===== src/rtl/fpsp_consts.vh =====
// constants for the flash program sequencer host controller
`ifndef FPSP_CONSTS_VH
`define FPSP_CONSTS_VH
// flash command codes
`define FPSP_CMD_PROGRAM_SETUP 8'h40
`define FPSP_CMD_READ_ARRAY 8'hff
`define FPSP_CMD_READ_STATUS 8'h70
`define FPSP_CMD_CLEAR_STATUS 8'h50
`define FPSP_CMD_READ_QUERY 8'h98
// flash status bit positions
`define FPSP_SR_READY 7
`define FPSP_SR_PROG_FAIL 4
`define FPSP_SR_SUPPLY 3
`define FPSP_SR_LOCK 1
// query table entries
`define FPSP_QRY_PTR_OFS 8'h15
`define FPSP_QRY_PAGE_REL 8'h13
`define FPSP_QRY_BURST_REL 8'h14
// apb register byte addresses
`define FPSP_REG_CTRL 12'h000
`define FPSP_REG_ADDR 12'h004
`define FPSP_REG_WDATA 12'h008
`define FPSP_REG_STATUS 12'h00c
`define FPSP_REG_RDATA 12'h010
// ctrl register fields
`define FPSP_CTRL_GO 0
`define FPSP_CTRL_OP_LO 1
`define FPSP_CTRL_OP_HI 3
`define FPSP_CTRL_USE_PIN 4
`define FPSP_CTRL_RESET 5
// operation codes
`define FPSP_OP_PROGRAM 3'h0
`define FPSP_OP_CLEAR 3'h1
`define FPSP_OP_ARRAY 3'h2
`define FPSP_OP_READ 3'h3
`define FPSP_OP_STATUS 3'h4
`define FPSP_OP_QUERY 3'h5
// bus timing in ns and derived cycle counts at 125 mhz
`define FPSP_CLK_NS 8
`define FPSP_T_STROBE_NS 70
`define FPSP_T_STROBE_CYC ((`FPSP_T_STROBE_NS + `FPSP_CLK_NS - 1) / `FPSP_CLK_NS)
`define FPSP_T_RECOV_NS 30
`define FPSP_T_RECOV_CYC ((`FPSP_T_RECOV_NS + `FPSP_CLK_NS - 1) / `FPSP_CLK_NS)
`endif


===== src/rtl/fpsp_host.v =====
// host controller that programs a parallel nor flash and polls its status
`include "fpsp_consts.vh"
module fpsp_host #(
    parameter STROBE_CYC = `FPSP_T_STROBE_CYC,
    parameter RECOV_CYC = `FPSP_T_RECOV_CYC
) (
    // clock and reset
    input wire i_clk_sys,
    input wire i_reset,
    // apb slave
    input wire i_psel,
    input wire i_penable,
    input wire i_pwrite,
    input wire [11:0] i_paddr,
    input wire [31:0] i_pwdata,
    output wire o_pready,
    output reg [31:0] o_prdata,
    output wire o_pslverr,
    // flash pins
    output wire [23:0] o_fl_addr,
    output wire [7:0] o_fl_dq_out,
    output wire o_fl_dq_oe,
    input wire [7:0] i_fl_dq,
    output wire o_fl_ce_n,
    output wire o_fl_oe_n,
    output wire o_fl_we_n,
    output reg o_fl_reset_powerdown_n,
    input wire i_fl_completion_pin
);
    // ***********************************
    // pin synchronisers
    // ***********************************
    reg [7:0] dq_meta_ff;
    reg [7:0] dq_sync_ff;
    reg cpl_meta_ff;
    reg cpl_sync_ff;
    always @(posedge i_clk_sys) begin
        dq_meta_ff <= i_fl_dq;
        dq_sync_ff <= dq_meta_ff;
        cpl_meta_ff <= i_fl_completion_pin;
        cpl_sync_ff <= cpl_meta_ff;
    end
    // ***********************************
    // registers
    // ***********************************
    reg [2:0] op_ff;
    reg use_pin_ff;
    reg [23:0] addr_ff;
    reg [7:0] wdata_ff;
    reg [7:0] rdata_ff;
    reg [7:0] last_sr_ff;
    reg busy_ff;
    reg err_ff;
    reg go_pulse_ff;
    reg rst_req_ff;
    wire wr_en = i_psel && i_penable && i_pwrite;
    assign o_pready = 1'b1;
    assign o_pslverr = 1'b0;
    wire [7:0] err_mask = (8'h01 << `FPSP_SR_PROG_FAIL) | (8'h01 << `FPSP_SR_SUPPLY) |
        (8'h01 << `FPSP_SR_LOCK);
    always @(posedge i_clk_sys) begin
        if (i_reset) begin
            op_ff <= `FPSP_OP_PROGRAM;
            use_pin_ff <= 1'b0;
            addr_ff <= 24'h000000;
            wdata_ff <= 8'h00;
            go_pulse_ff <= 1'b0;
            rst_req_ff <= 1'b0;
        end else begin
            go_pulse_ff <= 1'b0;
            rst_req_ff <= 1'b0;
            if (wr_en) begin
                case (i_paddr)
                    `FPSP_REG_CTRL: begin
                        op_ff <= i_pwdata[`FPSP_CTRL_OP_HI:`FPSP_CTRL_OP_LO];
                        use_pin_ff <= i_pwdata[`FPSP_CTRL_USE_PIN];
                        go_pulse_ff <= i_pwdata[`FPSP_CTRL_GO] & ~busy_ff;
                        rst_req_ff <= i_pwdata[`FPSP_CTRL_RESET] & ~busy_ff;
                    end
                    `FPSP_REG_ADDR: begin
                        addr_ff <= i_pwdata[23:0];
                    end
                    `FPSP_REG_WDATA: begin
                        wdata_ff <= i_pwdata[7:0];
                    end
                    default: begin
                    end
                endcase
            end
        end
    end
    always @* begin
        case (i_paddr)
            `FPSP_REG_CTRL: o_prdata = {26'h0000000, rst_req_ff, use_pin_ff, op_ff, 1'b0};
            `FPSP_REG_ADDR: o_prdata = {8'h00, addr_ff};
            `FPSP_REG_WDATA: o_prdata = {24'h000000, wdata_ff};
            `FPSP_REG_STATUS: o_prdata = {21'h000000, cpl_sync_ff, err_ff, busy_ff,
                last_sr_ff};
            `FPSP_REG_RDATA: o_prdata = {24'h000000, rdata_ff};
            default: o_prdata = 32'h00000000;
        endcase
    end
    // ***********************************
    // sequencer
    // ***********************************
    localparam Q_IDLE = 8'h01;
    localparam Q_SETUP = 8'h02;
    localparam Q_DATA = 8'h04;
    localparam Q_POLL = 8'h08;
    localparam Q_PIN = 8'h10;
    localparam Q_CMD = 8'h20;
    localparam Q_READ = 8'h40;
    localparam Q_RST = 8'h80;
    reg [7:0] st_ff;
    reg cyc_start_ff;
    reg cyc_write_ff;
    reg [23:0] cyc_addr_ff;
    reg [7:0] cyc_wdata_ff;
    reg [7:0] rst_cnt_ff;
    wire cyc_done;
    wire [7:0] cyc_rdata;
    always @(posedge i_clk_sys) begin
        if (i_reset) begin
            st_ff <= Q_IDLE;
            busy_ff <= 1'b0;
            err_ff <= 1'b0;
            rdata_ff <= 8'h00;
            last_sr_ff <= 8'h00;
            cyc_start_ff <= 1'b0;
            cyc_write_ff <= 1'b0;
            cyc_addr_ff <= 24'h000000;
            cyc_wdata_ff <= 8'h00;
            rst_cnt_ff <= 8'h00;
            o_fl_reset_powerdown_n <= 1'b0;
        end else begin
            cyc_start_ff <= 1'b0;
            case (st_ff)
                Q_IDLE: begin
                    // device leaves reset in array read, status cleared
                    o_fl_reset_powerdown_n <= 1'b1;
                    if (rst_req_ff) begin
                        busy_ff <= 1'b1;
                        o_fl_reset_powerdown_n <= 1'b0;
                        rst_cnt_ff <= STROBE_CYC[7:0];
                        st_ff <= Q_RST;
                    end else if (go_pulse_ff) begin
                        busy_ff <= 1'b1;
                        cyc_start_ff <= 1'b1;
                        cyc_addr_ff <= addr_ff;
                        cyc_write_ff <= 1'b1;
                        case (op_ff)
                            `FPSP_OP_PROGRAM: begin
                                cyc_wdata_ff <= `FPSP_CMD_PROGRAM_SETUP;
                                st_ff <= Q_SETUP;
                            end
                            `FPSP_OP_CLEAR: begin
                                cyc_wdata_ff <= `FPSP_CMD_CLEAR_STATUS;
                                st_ff <= Q_CMD;
                            end
                            `FPSP_OP_ARRAY: begin
                                cyc_wdata_ff <= `FPSP_CMD_READ_ARRAY;
                                st_ff <= Q_CMD;
                            end
                            `FPSP_OP_STATUS: begin
                                cyc_wdata_ff <= `FPSP_CMD_READ_STATUS;
                                st_ff <= Q_CMD;
                            end
                            `FPSP_OP_QUERY: begin
                                // query mode first, then read at the same address
                                cyc_wdata_ff <= `FPSP_CMD_READ_QUERY;
                                st_ff <= Q_CMD;
                            end
                            default: begin
                                // plain read from the current read mode
                                cyc_write_ff <= 1'b0;
                                st_ff <= Q_READ;
                            end
                        endcase
                    end
                end
                Q_SETUP: begin
                    if (cyc_done) begin
                        cyc_start_ff <= 1'b1;
                        cyc_wdata_ff <= wdata_ff; // same address as setup
                        st_ff <= Q_DATA;
                    end
                end
                Q_DATA: begin
                    if (cyc_done) begin
                        if (use_pin_ff) begin
                            st_ff <= Q_PIN;
                        end else begin
                            // reads now return status
                            cyc_start_ff <= 1'b1;
                            cyc_write_ff <= 1'b0;
                            st_ff <= Q_POLL;
                        end
                    end
                end
                Q_PIN: begin
                    // released pin means done in any read mode
                    if (cpl_sync_ff) begin
                        cyc_start_ff <= 1'b1;
                        cyc_write_ff <= 1'b0;
                        st_ff <= Q_POLL;
                    end
                end
                Q_POLL: begin
                    if (cyc_done) begin
                        last_sr_ff <= cyc_rdata;
                        if (cyc_rdata[`FPSP_SR_READY]) begin
                            // errors accumulate, software may check later
                            err_ff <= err_ff | (|(cyc_rdata & err_mask));
                            busy_ff <= 1'b0;
                            st_ff <= Q_IDLE;
                        end else begin
                            // each new read re-toggles oe to refresh status
                            cyc_start_ff <= 1'b1;
                        end
                    end
                end
                Q_CMD: begin
                    if (cyc_done) begin
                        if (op_ff == `FPSP_OP_CLEAR) begin
                            err_ff <= 1'b0;
                            last_sr_ff <= 8'h00;
                        end
                        if (op_ff == `FPSP_OP_QUERY) begin
                            cyc_start_ff <= 1'b1;
                            cyc_write_ff <= 1'b0;
                            st_ff <= Q_READ;
                        end else begin
                            busy_ff <= 1'b0;
                            st_ff <= Q_IDLE;
                        end
                    end
                end
                Q_READ: begin
                    if (cyc_done) begin
                        // query entries: page 03, burst 00
                        rdata_ff <= cyc_rdata;
                        busy_ff <= 1'b0;
                        st_ff <= Q_IDLE;
                    end
                end
                Q_RST: begin
                    // pulse reset/power-down low
                    if (rst_cnt_ff == 8'h00) begin
                        o_fl_reset_powerdown_n <= 1'b1;
                        err_ff <= 1'b0;
                        last_sr_ff <= 8'h00;
                        busy_ff <= 1'b0;
                        st_ff <= Q_IDLE;
                    end else begin
                        rst_cnt_ff <= rst_cnt_ff - 8'h01;
                    end
                end
                default: begin
                    st_ff <= Q_IDLE;
                end
            endcase
        end
    end
    // ***********************************
    // bus cycle engine
    // ***********************************
    fpsp_bus_cycle #(
        .STROBE_CYC(STROBE_CYC),
        .RECOV_CYC(RECOV_CYC)
    ) u_cycle (
        .i_clk_sys(i_clk_sys),
        .i_reset(i_reset),
        .i_start(cyc_start_ff),
        .i_write(cyc_write_ff),
        .i_addr(cyc_addr_ff),
        .i_wdata(cyc_wdata_ff),
        .o_done(cyc_done),
        .o_rdata(cyc_rdata),
        .o_fl_addr(o_fl_addr),
        .o_fl_dq_out(o_fl_dq_out),
        .o_fl_dq_oe(o_fl_dq_oe),
        .i_fl_dq_sync(dq_sync_ff),
        .o_fl_ce_n(o_fl_ce_n),
        .o_fl_oe_n(o_fl_oe_n),
        .o_fl_we_n(o_fl_we_n)
    );
endmodule


===== src/rtl/fpsp_bus_cycle.v =====
// one asynchronous flash bus cycle: write or read strobe with timing
`include "fpsp_consts.vh"
module fpsp_bus_cycle #(
    parameter STROBE_CYC = `FPSP_T_STROBE_CYC,
    parameter RECOV_CYC = `FPSP_T_RECOV_CYC
) (
    // clock and reset
    input wire i_clk_sys,
    input wire i_reset,
    // request
    input wire i_start,
    input wire i_write,
    input wire [23:0] i_addr,
    input wire [7:0] i_wdata,
    output wire o_done,
    output reg [7:0] o_rdata,
    // flash pins
    output reg [23:0] o_fl_addr,
    output reg [7:0] o_fl_dq_out,
    output reg o_fl_dq_oe,
    input wire [7:0] i_fl_dq_sync,
    output reg o_fl_ce_n,
    output reg o_fl_oe_n,
    output reg o_fl_we_n
);
    // ***********************************
    // strobe sequencer
    // ***********************************
    localparam S_IDLE = 3'b001;
    localparam S_STROBE = 3'b010;
    localparam S_RECOV = 3'b100;
    reg [2:0] state_ff;
    reg [7:0] cnt_ff;
    reg write_ff;
    reg done_ff;
    assign o_done = done_ff;
    always @(posedge i_clk_sys) begin
        if (i_reset) begin
            state_ff <= S_IDLE;
            cnt_ff <= 8'h00;
            write_ff <= 1'b0;
            done_ff <= 1'b0;
            o_rdata <= 8'h00;
            o_fl_addr <= 24'h000000;
            o_fl_dq_out <= 8'h00;
            o_fl_dq_oe <= 1'b0;
            o_fl_ce_n <= 1'b1;
            o_fl_oe_n <= 1'b1;
            o_fl_we_n <= 1'b1;
        end else begin
            done_ff <= 1'b0;
            case (state_ff)
                S_IDLE: begin
                    if (i_start) begin
                        write_ff <= i_write;
                        o_fl_addr <= i_addr;
                        o_fl_dq_out <= i_wdata;
                        o_fl_dq_oe <= i_write;
                        o_fl_ce_n <= 1'b0;
                        o_fl_we_n <= ~i_write;
                        o_fl_oe_n <= i_write;
                        cnt_ff <= STROBE_CYC[7:0] + 8'h02;
                        state_ff <= S_STROBE;
                    end
                end
                S_STROBE: begin
                    // two extra cycles cover the input synchroniser delay
                    if (cnt_ff == 8'h00) begin
                        if (!write_ff) begin
                            o_rdata <= i_fl_dq_sync;
                        end
                        // oe rising then falling again refreshes status
                        o_fl_we_n <= 1'b1;
                        o_fl_oe_n <= 1'b1;
                        o_fl_ce_n <= 1'b1;
                        cnt_ff <= RECOV_CYC[7:0];
                        state_ff <= S_RECOV;
                    end else begin
                        cnt_ff <= cnt_ff - 8'h01;
                    end
                end
                S_RECOV: begin
                    o_fl_dq_oe <= 1'b0;
                    if (cnt_ff == 8'h00) begin
                        done_ff <= 1'b1;
                        state_ff <= S_IDLE;
                    end else begin
                        cnt_ff <= cnt_ff - 8'h01;
                    end
                end
                default: begin
                    state_ff <= S_IDLE;
                end
            endcase
        end
    end
endmodule


===== config.mk =====
export PLATFORM = sky130hd
export DESIGN_NAME = fpsp_host
export DESIGN_NICKNAME = d
export VERILOG_FILES = /design/src/rtl/fpsp_host.v /design/src/rtl/fpsp_bus_cycle.v
export VERILOG_INCLUDE_DIRS = /design/src /design/src/rtl
export SDC_FILE = /design/constraint.sdc
export NUM_CORES = 1
export LEC_CHECK = 0
export ABC_AREA = 1
export BUFFER_PORTS_ARGS = -buffer_cell sky130_fd_sc_hd__buf_2
export CAP_MARGIN = 25
export CORE_ASPECT_RATIO = 1.5
export CORE_MARGIN = 2
export CORE_UTILIZATION = 51
export CTS_CLUSTER_DIAMETER = 50
export CTS_CLUSTER_SIZE = 28
export DETAILED_ROUTE_END_ITERATION = 12
export GPL_TIMING_DRIVEN = 0
export MAX_ROUTING_LAYER = met4
export PLACE_DENSITY = 0.76
export SKIP_CTS_REPAIR_TIMING = 1
export SYNTH_ARGS = -nofsm -noshare
export SYNTH_HDL_FRONTEND = slang
export SYNTH_SLANG_ARGS = --single-unit

===== constraint.sdc =====
create_clock -name i_clk_sys -period 1.7 [get_ports i_clk_sys]
set_input_delay 0.34 -clock i_clk_sys [delete_from_list [all_inputs] [get_ports i_clk_sys]]
set_output_delay 0.34 -clock i_clk_sys [all_outputs]
set_load 0.02 [all_outputs]

==> impl_metrics.toml, run 1 <==
[outcome]
status = "finished with violations"
violations = "negative setup slack"

[global_route]
grt.total_usage_pct = 27.4
grt_max_degree = 20
grt_overflow = 0
grt_pass1_wl_um = 34200
antenna_found_initial = 0
grt_pass1_vias = 7039

[detailed_routing]
drcViolationCount = 0
drt_pre_antenna_iters = 9
routed_via_density = 5.34
vias = 7627
detail-route-antenna-nets = 0
wire_per_inst_um = 15.9
drtIter0Drc = 597
routed_wl_um = 22700

[logic_synthesis]
async_flop_share_pct = 0
synth_ff_type = "dfxtp_1"
netlist_area_um2 = 7680
yosys_warnings = 0
ys_types = 39
synth_edf_count = 0
synthCells = 1043
syn-mean-instance-area_um2 = 7.36
seq_area_frac_synth_pct = 47.5
ys_seq_elements = 182

[placed_design]
port_buffers = 109
gp_congestion = 1.01
hpwlAfterDp_um = 15800

[layout]
n_antenna_cell = 0
finalNetCount = 1280
areaGrowthSynthToFinish_pct = 30.5
drive_gt1_share_pct = 26.3
fillers = 1210

[pwr]
power.leakage_nw = 4.40
power.density_nw_per_um2 = 1080
power_mw = 10.8
ir_drop_v = 0.000722

[worst_setup_path]
slowest_stage = "nor3b_4"
start_kind = "input pin"
r2r-start = "u_cycle.state_ff[1]"
crit_path_end_kind = "output pin"
critPathRequiredTime_ns = 1.36
r2r_cells = 8
critPathMaxFanout = 8
crit_arrival_ns = 1.78
rrSetupSlack_ns = 0.01
critPathMostFrequentCell = "buf_6"
critPathKind = "input pin to output pin"
crit_chain = "buf_6, nor3_4, nor3b_4, nand3_4, buf_6, buf_4, nor2_4, buf_6"
crit_path_max_incr_delay_ns = 0.35
r2r-end = "u_cycle.o_fl_addr[16]"

[sta]
hold_viol = 0
rsz0062_at_grt = "yes"
setup_slack_ns = -0.420
slew_viol_final = 0
setup-tns-final_ns = -9.24
period_needed_ns = 2.12
worstMarginPinSlew_ns = 0.655
relSlewSlack_pct = 56.3
post-route-period-util_pct = 125
fmax_ghz = 0.472
setup_violations = 24
fin_worst_skew_ns = 0.0110

[floorplanning]
dieWidth_um = 104
die_area_um2 = 16100
die_y_um = 154
rows = 54
core_um2 = 14700
initial_core_util_pct = 52.4
pin_count = 129

[clock_network]
numCtsBuffers = 17
clkLatencyLatePin_ns = 0.44
clockBufferDepth = 2
cts_root_buf = "clkbuf_16"
ctsHtreeMaxLevel = 4
clkTransAtPathRegs_ns = 0.07
clock-sinks = 182
tritoncts = "built"

[run]
max-cap-violations = 0

[worst_hold_path]
min_from = "i_fl_dq[3]"
holdPathStages = 1
hp-class = "input pin to flip-flop"
holdPathEnd = "dq_meta_ff[3]"
power breakdown:
part	internal [mW]	switching (mW)	total, mW
clock	1.96	1.89	3.84
combinational	0.857	1.49	2.34
sequential	4.49	0.130	4.62
total	7.30	3.51	10.8
cell families after synthesis:
logic type / synth area share, %
other: 0.0978
adders and majority gates: 0.489
AOI/OAI and AO/OA: 18.4
buffers and inverters: 9.76
xor gates and xnor gates: 0.799
DFF: 47.5
and+or+nand+nor: 23.0
critical path: cells and delay by family:
| family | cells | cell delay, ns |
|---|---|---|
| AND/OR/NAND/NOR | 4 | 0.88 |
| buffers and inverters | 4 | 0.56 |
per-stage QoR:
| stage | util [%] | hold slack (ns) | instances | area (um^2) | setup WS (ns) |
|---|---|---|---|---|---|
| after floorplan | - | 0.310 | 1051 | 7710 | -0.0767 |
| after global placement | 58.0 | 0.312 | 1356 | 8510 | -0.768 |
| after detailed placement | 58.0 | 0.312 | 1356 | 8510 | -0.754 |
| after CTS | 62.0 | -0.00142 | 1388 | 9090 | -0.757 |
| after global routing | 68.3 | 0.00219 | 1428 | 10000 | -0.506 |
| final | 68.3 | 0.00390 | 1428 | 10000 | -0.420 |
cell usage after synthesis, types with 2 or more instances:
cell type,count,share of area [%]
nor2_1,160,7.8
clkbuf_1,25,1.2
nor3_1,4,0.26
inv_4,2,0.16
clkinv_1,2,0.098
nand2_2,6,0.49
dfxtp_1,182,47
nor3_2,2,0.26
nand4_1,12,0.98
inv_2,7,0.34
conb_1,2,0.098
o21ai_1,3,0.20
nand2_1,136,6.6
nor2_4,3,0.44
o21ai_0,147,9.6
nand3_2,2,0.26
inv_1,108,5.3
a21oi_1,117,7.6
nand3_1,56,3.7
o22ai_1,7,0.57
buf_2,13,0.85
nor2_2,6,0.49
buf_6,4,0.59
xnor2_1,2,0.23
nand2_4,4,0.59
ha_1,3,0.49
xor2_1,5,0.57
buf_4,12,1.2
final cells by class:
cell class	count	area [um^2]	area share (%)
multi-input cells	695	3680	36.8
flip-flops and latches	182	3660	36.5
repair buffers	149	1040	10.4
inverters	119	463	4.62
clock buffers	17	425	4.25
plain buffers	55	344	3.43
well taps	196	245	2.45
clock inverters	15	159	1.59
worst max-delay path by stage:
| stage | cells after the start | to | from |
|---|---|---|---|
| after floorplan | 5 | o_prdata[10] | i_paddr[5] |
| after global placement | 9 | o_prdata[4] | i_paddr[1] |
| after detailed placement | 9 | o_prdata[4] | i_paddr[1] |
| after CTS | 9 | o_prdata[4] | i_paddr[1] |
| after global routing | 9 | o_prdata[4] | i_paddr[6] |
| final | 8 | o_prdata[23] | i_paddr[6] |
routing by layer:
layer	track usage (%)	routed length, um	up-vias	share of wire [%]
li1	-	-	3725	-
met1	30.9	8770	3548	39
met2	47.8	11700	285	52
met3	4.47	1270	69	5.6
met4	12.3	954	0	4.2
met5	-	0	-	0
sequential cells by signal (all words and copies together) (netlist names), 8 cells and up:
name                 flops
u_cycle.o_fl_dq_out      8
cyc_wdata_ff             8
rst_cnt_ff               8
u_cycle.o_rdata          8
rdata_ff                 8
cyc_addr_ff             24
dq_meta_ff               8
dq_sync_ff               8
last_sr_ff               8
u_cycle.o_fl_addr       24
st_ff                    8
wdata_ff                 8
addr_ff                 24
u_cycle.cnt_ff           8
layout by cell type, fill, tap and decap left out, types with 9 or more instances in the layout:
cell | Yosys | layout
clkbuf_1 | 25 | 22
nand4_1 | 12 | 12
buf_2 | 13 | 89
dfxtp_1 | 182 | 172
inv_1 | 108 | 98
o21ai_0 | 147 | 134
buf_4 | 12 | 54
nand2_1 | 136 | 126
a21oi_1 | 117 | 115
nand3_1 | 56 | 45
nor2_2 | 6 | 14
nor2_4 | 3 | 20
nand3_2 | 2 | 11
inv_2 | 7 | 15
o21ai_1 | 3 | 9
conb_1 | 2 | 10
nor2_1 | 160 | 135
clkbuf_16 | 0 | 19
nand2_2 | 6 | 11
buf_6 | 4 | 23
(Power assumes the default switching activity.)
==> inputs of run 2 (changes only) <==
- PLACE_DENSITY: 0.76 -> 0.85
- RECOVER_POWER: default -> 50
==> run 2 against run 1 <==
  * The flow still finishes with violations (negative setup slack)
  * First-iteration DRC count increased by 29%
  * Via count increased by 2.3%
  * Clock-buffer cell count unchanged
  * Clock skew decreased by 0.0017 ns
  * Combinational power increased by 3%
  * Utilization decreased by 1.3 points
  * Power increased by 1.1%
  * Sequential share of layout area increased by 0.67 points
  * Largest power group unchanged
==> impl_metrics.toml, run 2 (synthesis gave the netlist of run 1 again) <==
[global_route]
antenna_found_initial = 1
grt_pass1_wl_um = 34900
grt_pass1_vias = 7206
grt_overflow = 0
grt.total_usage_pct = 28.1
grt_max_degree = 20

[layout]
finalNetCount = 1272
post-route-cell-area_um2 = 9830
drive_gt1_share_pct = 24.9
final_common_cell = "dfxtp_1"
top_regs = "addr_ff (24), cyc_addr_ff (24), u_cycle.o_fl_addr (24)"
final_cell_mix = "dfxtp_1, nor2_1, o21ai_0, nand2_1, a21oi_1"
areaGrowthSynthToFinish_pct = 28.0
fillers = 1173
fin_cells = 1421

[placed_design]
placed_area_um2 = 8510
hpwlAfterDp_um = 16000
pre_cts_slack_ns = -0.773
placed_cells = 1356
gp_congestion = 1.03
port_buffers = 109

[clock_network]
clkTransAtPathRegs_ns = 0.07
tritoncts = "built"
clkLatencyLatePin_ns = 0.44
clockBufferDepth = 2
ctsHtreeMaxLevel = 4
numCtsBuffers = 17
cts_root_buf = "clkbuf_16"
clock-sinks = 182

[worst_setup_path]
r2r-end = "u_cycle.o_rdata[7]"
cp_top_family = "simple AND/OR/NAND/NOR gates"
critPathRequiredTime_ns = 1.36
crit_path_end_kind = "output pin"
critPathKind = "input pin to output pin"
r2r-start = "u_cycle.cnt_ff[1]"
critPathMostFrequentCell = "buf_8"
slowest_stage = "nor3b_4"
rrSetupSlack_ns = -0.13
crit_path_max_incr_delay_ns = 0.33
r2r_cells = 9
critPathMaxFanout = 6
start_kind = "input pin"
crit_arrival_ns = 1.85
crit_chain = "buf_8, nor3_4, nor3b_4, nand3_4, buf_8, o21ai_2, inv_1, nand2_2, buf_6"
path_buf_inv = 4

[sta]
fin_worst_skew_ns = 0.00931
slew_viol_final = 0
hold_viol = 0
relSlewSlack_pct = 51.6
setup_violations = 37
rsz0062_at_grt = "yes"
setup_slack_ns = -0.492
setup-tns-final_ns = -9.79
worstMarginPinSlew_ns = 0.726
period_needed_ns = 2.19
fmax_ghz = 0.456
post-route-period-util_pct = 129

[detailed_routing]
drtIter0Drc = 773
vias = 7800
drcViolationCount = 0
routed_wl_um = 23500
routed_via_density = 5.49
detail-route-antenna-nets = 0
wire_per_inst_um = 16.5
drt_pre_antenna_iters = 6

[floorplanning]
core_um2 = 14700
dieWidth_um = 104
die_area_um2 = 16100
initial_core_util_pct = 52.4
pin_count = 129
rows = 54
die_y_um = 154

[pwr]
power.leakage_nw = 4.36
ir_drop_v = 0.000641
power.density_nw_per_um2 = 1110

[worst_hold_path]
min_from = "i_pwdata[22]"
holdPathStages = 3
holdPathEnd = "addr_ff[22]"
hp-class = "input pin to flip-flop"

[outcome]
status = "finished with violations"
violations = "negative setup slack"

[run]
max-cap-violations = 0
## run 2: worst reg2reg max path, cell delays in order, from the launching register on
cell,delay [ns]
dfxtp_2,0.32
inv_2,0.08
ha_4,0.15
nand2_2,0.05
nor2_1,0.32
nand3_2,0.17
or2_4,0.31
buf_6,0.15
o21ai_2,0.11
a21oi_1,0.05
## run 2: worst max path at each step
| stage | startpoint | end | slack (ns) | depth (start not counted) |
|---|---|---|---|---|
| after floorplan | i_paddr[5] | o_prdata[10] | -0.08 | 5 |
| after CTS | i_paddr[1] | o_prdata[4] | -0.80 | 9 |
| after detailed placement | i_paddr[1] | o_prdata[4] | -0.77 | 9 |
| after global placement | i_paddr[1] | o_prdata[4] | -0.78 | 9 |
| final | i_paddr[6] | o_prdata[4] | -0.49 | 9 |
| after global routing | i_paddr[1] | o_prdata[3] | -0.57 | 10 |
## run 2: final cells by class
class / count / area, um^2 / share of cell area (%)
tap: 196 / 245 / 2.49
clock buffer: 17 / 425 / 4.33
multi-input combinational: 696 / 3620 / 36.8
sequential: 182 / 3660 / 37.2
timing repair buffer: 141 / 935 / 9.51
clock inverter: 15 / 158 / 1.60
inverter: 119 / 458 / 4.66
buffer: 54 / 332 / 3.37
antenna: 1 / 2.50 / 0.0255
## run 2: where the power goes
group / leakage, nW / internal [mW] / switching, mW
sequential: 1.48 / 4.49 / 0.136
combinational: 2.59 / 0.863 / 1.55
clock: 0.284 / 1.97 / 1.92
total: 4.36 / 7.32 / 3.61
## run 2: metal layers
layer / wire length [um] / share of wire, % / vias up / track usage, %
li1: - / - / 3710 / -
met1: 8740 / 37 / 3574 / 31.7
met2: 11700 / 50 / 386 / 47.4
met3: 1590 / 6.8 / 130 / 4.72
met4: 1460 / 6.2 / 0 / 15.7
met5: 0 / 0 / - / -
## run 2: per-stage QoR
| step | power [mW] | hold slack, ns | util, % |
|---|---|---|---|
| detailed placement | 6.75 | 0.313 | 58.0 |
| CTS | 10.5 | -0.00940 | 62.0 |
| global placement | 6.70 | 0.311 | 58.0 |
| floorplan | 6.24 | 0.310 | - |
| global route | 11.4 | 0.171 | 67.1 |
| finish | 10.9 | 0.176 | 67.1 |
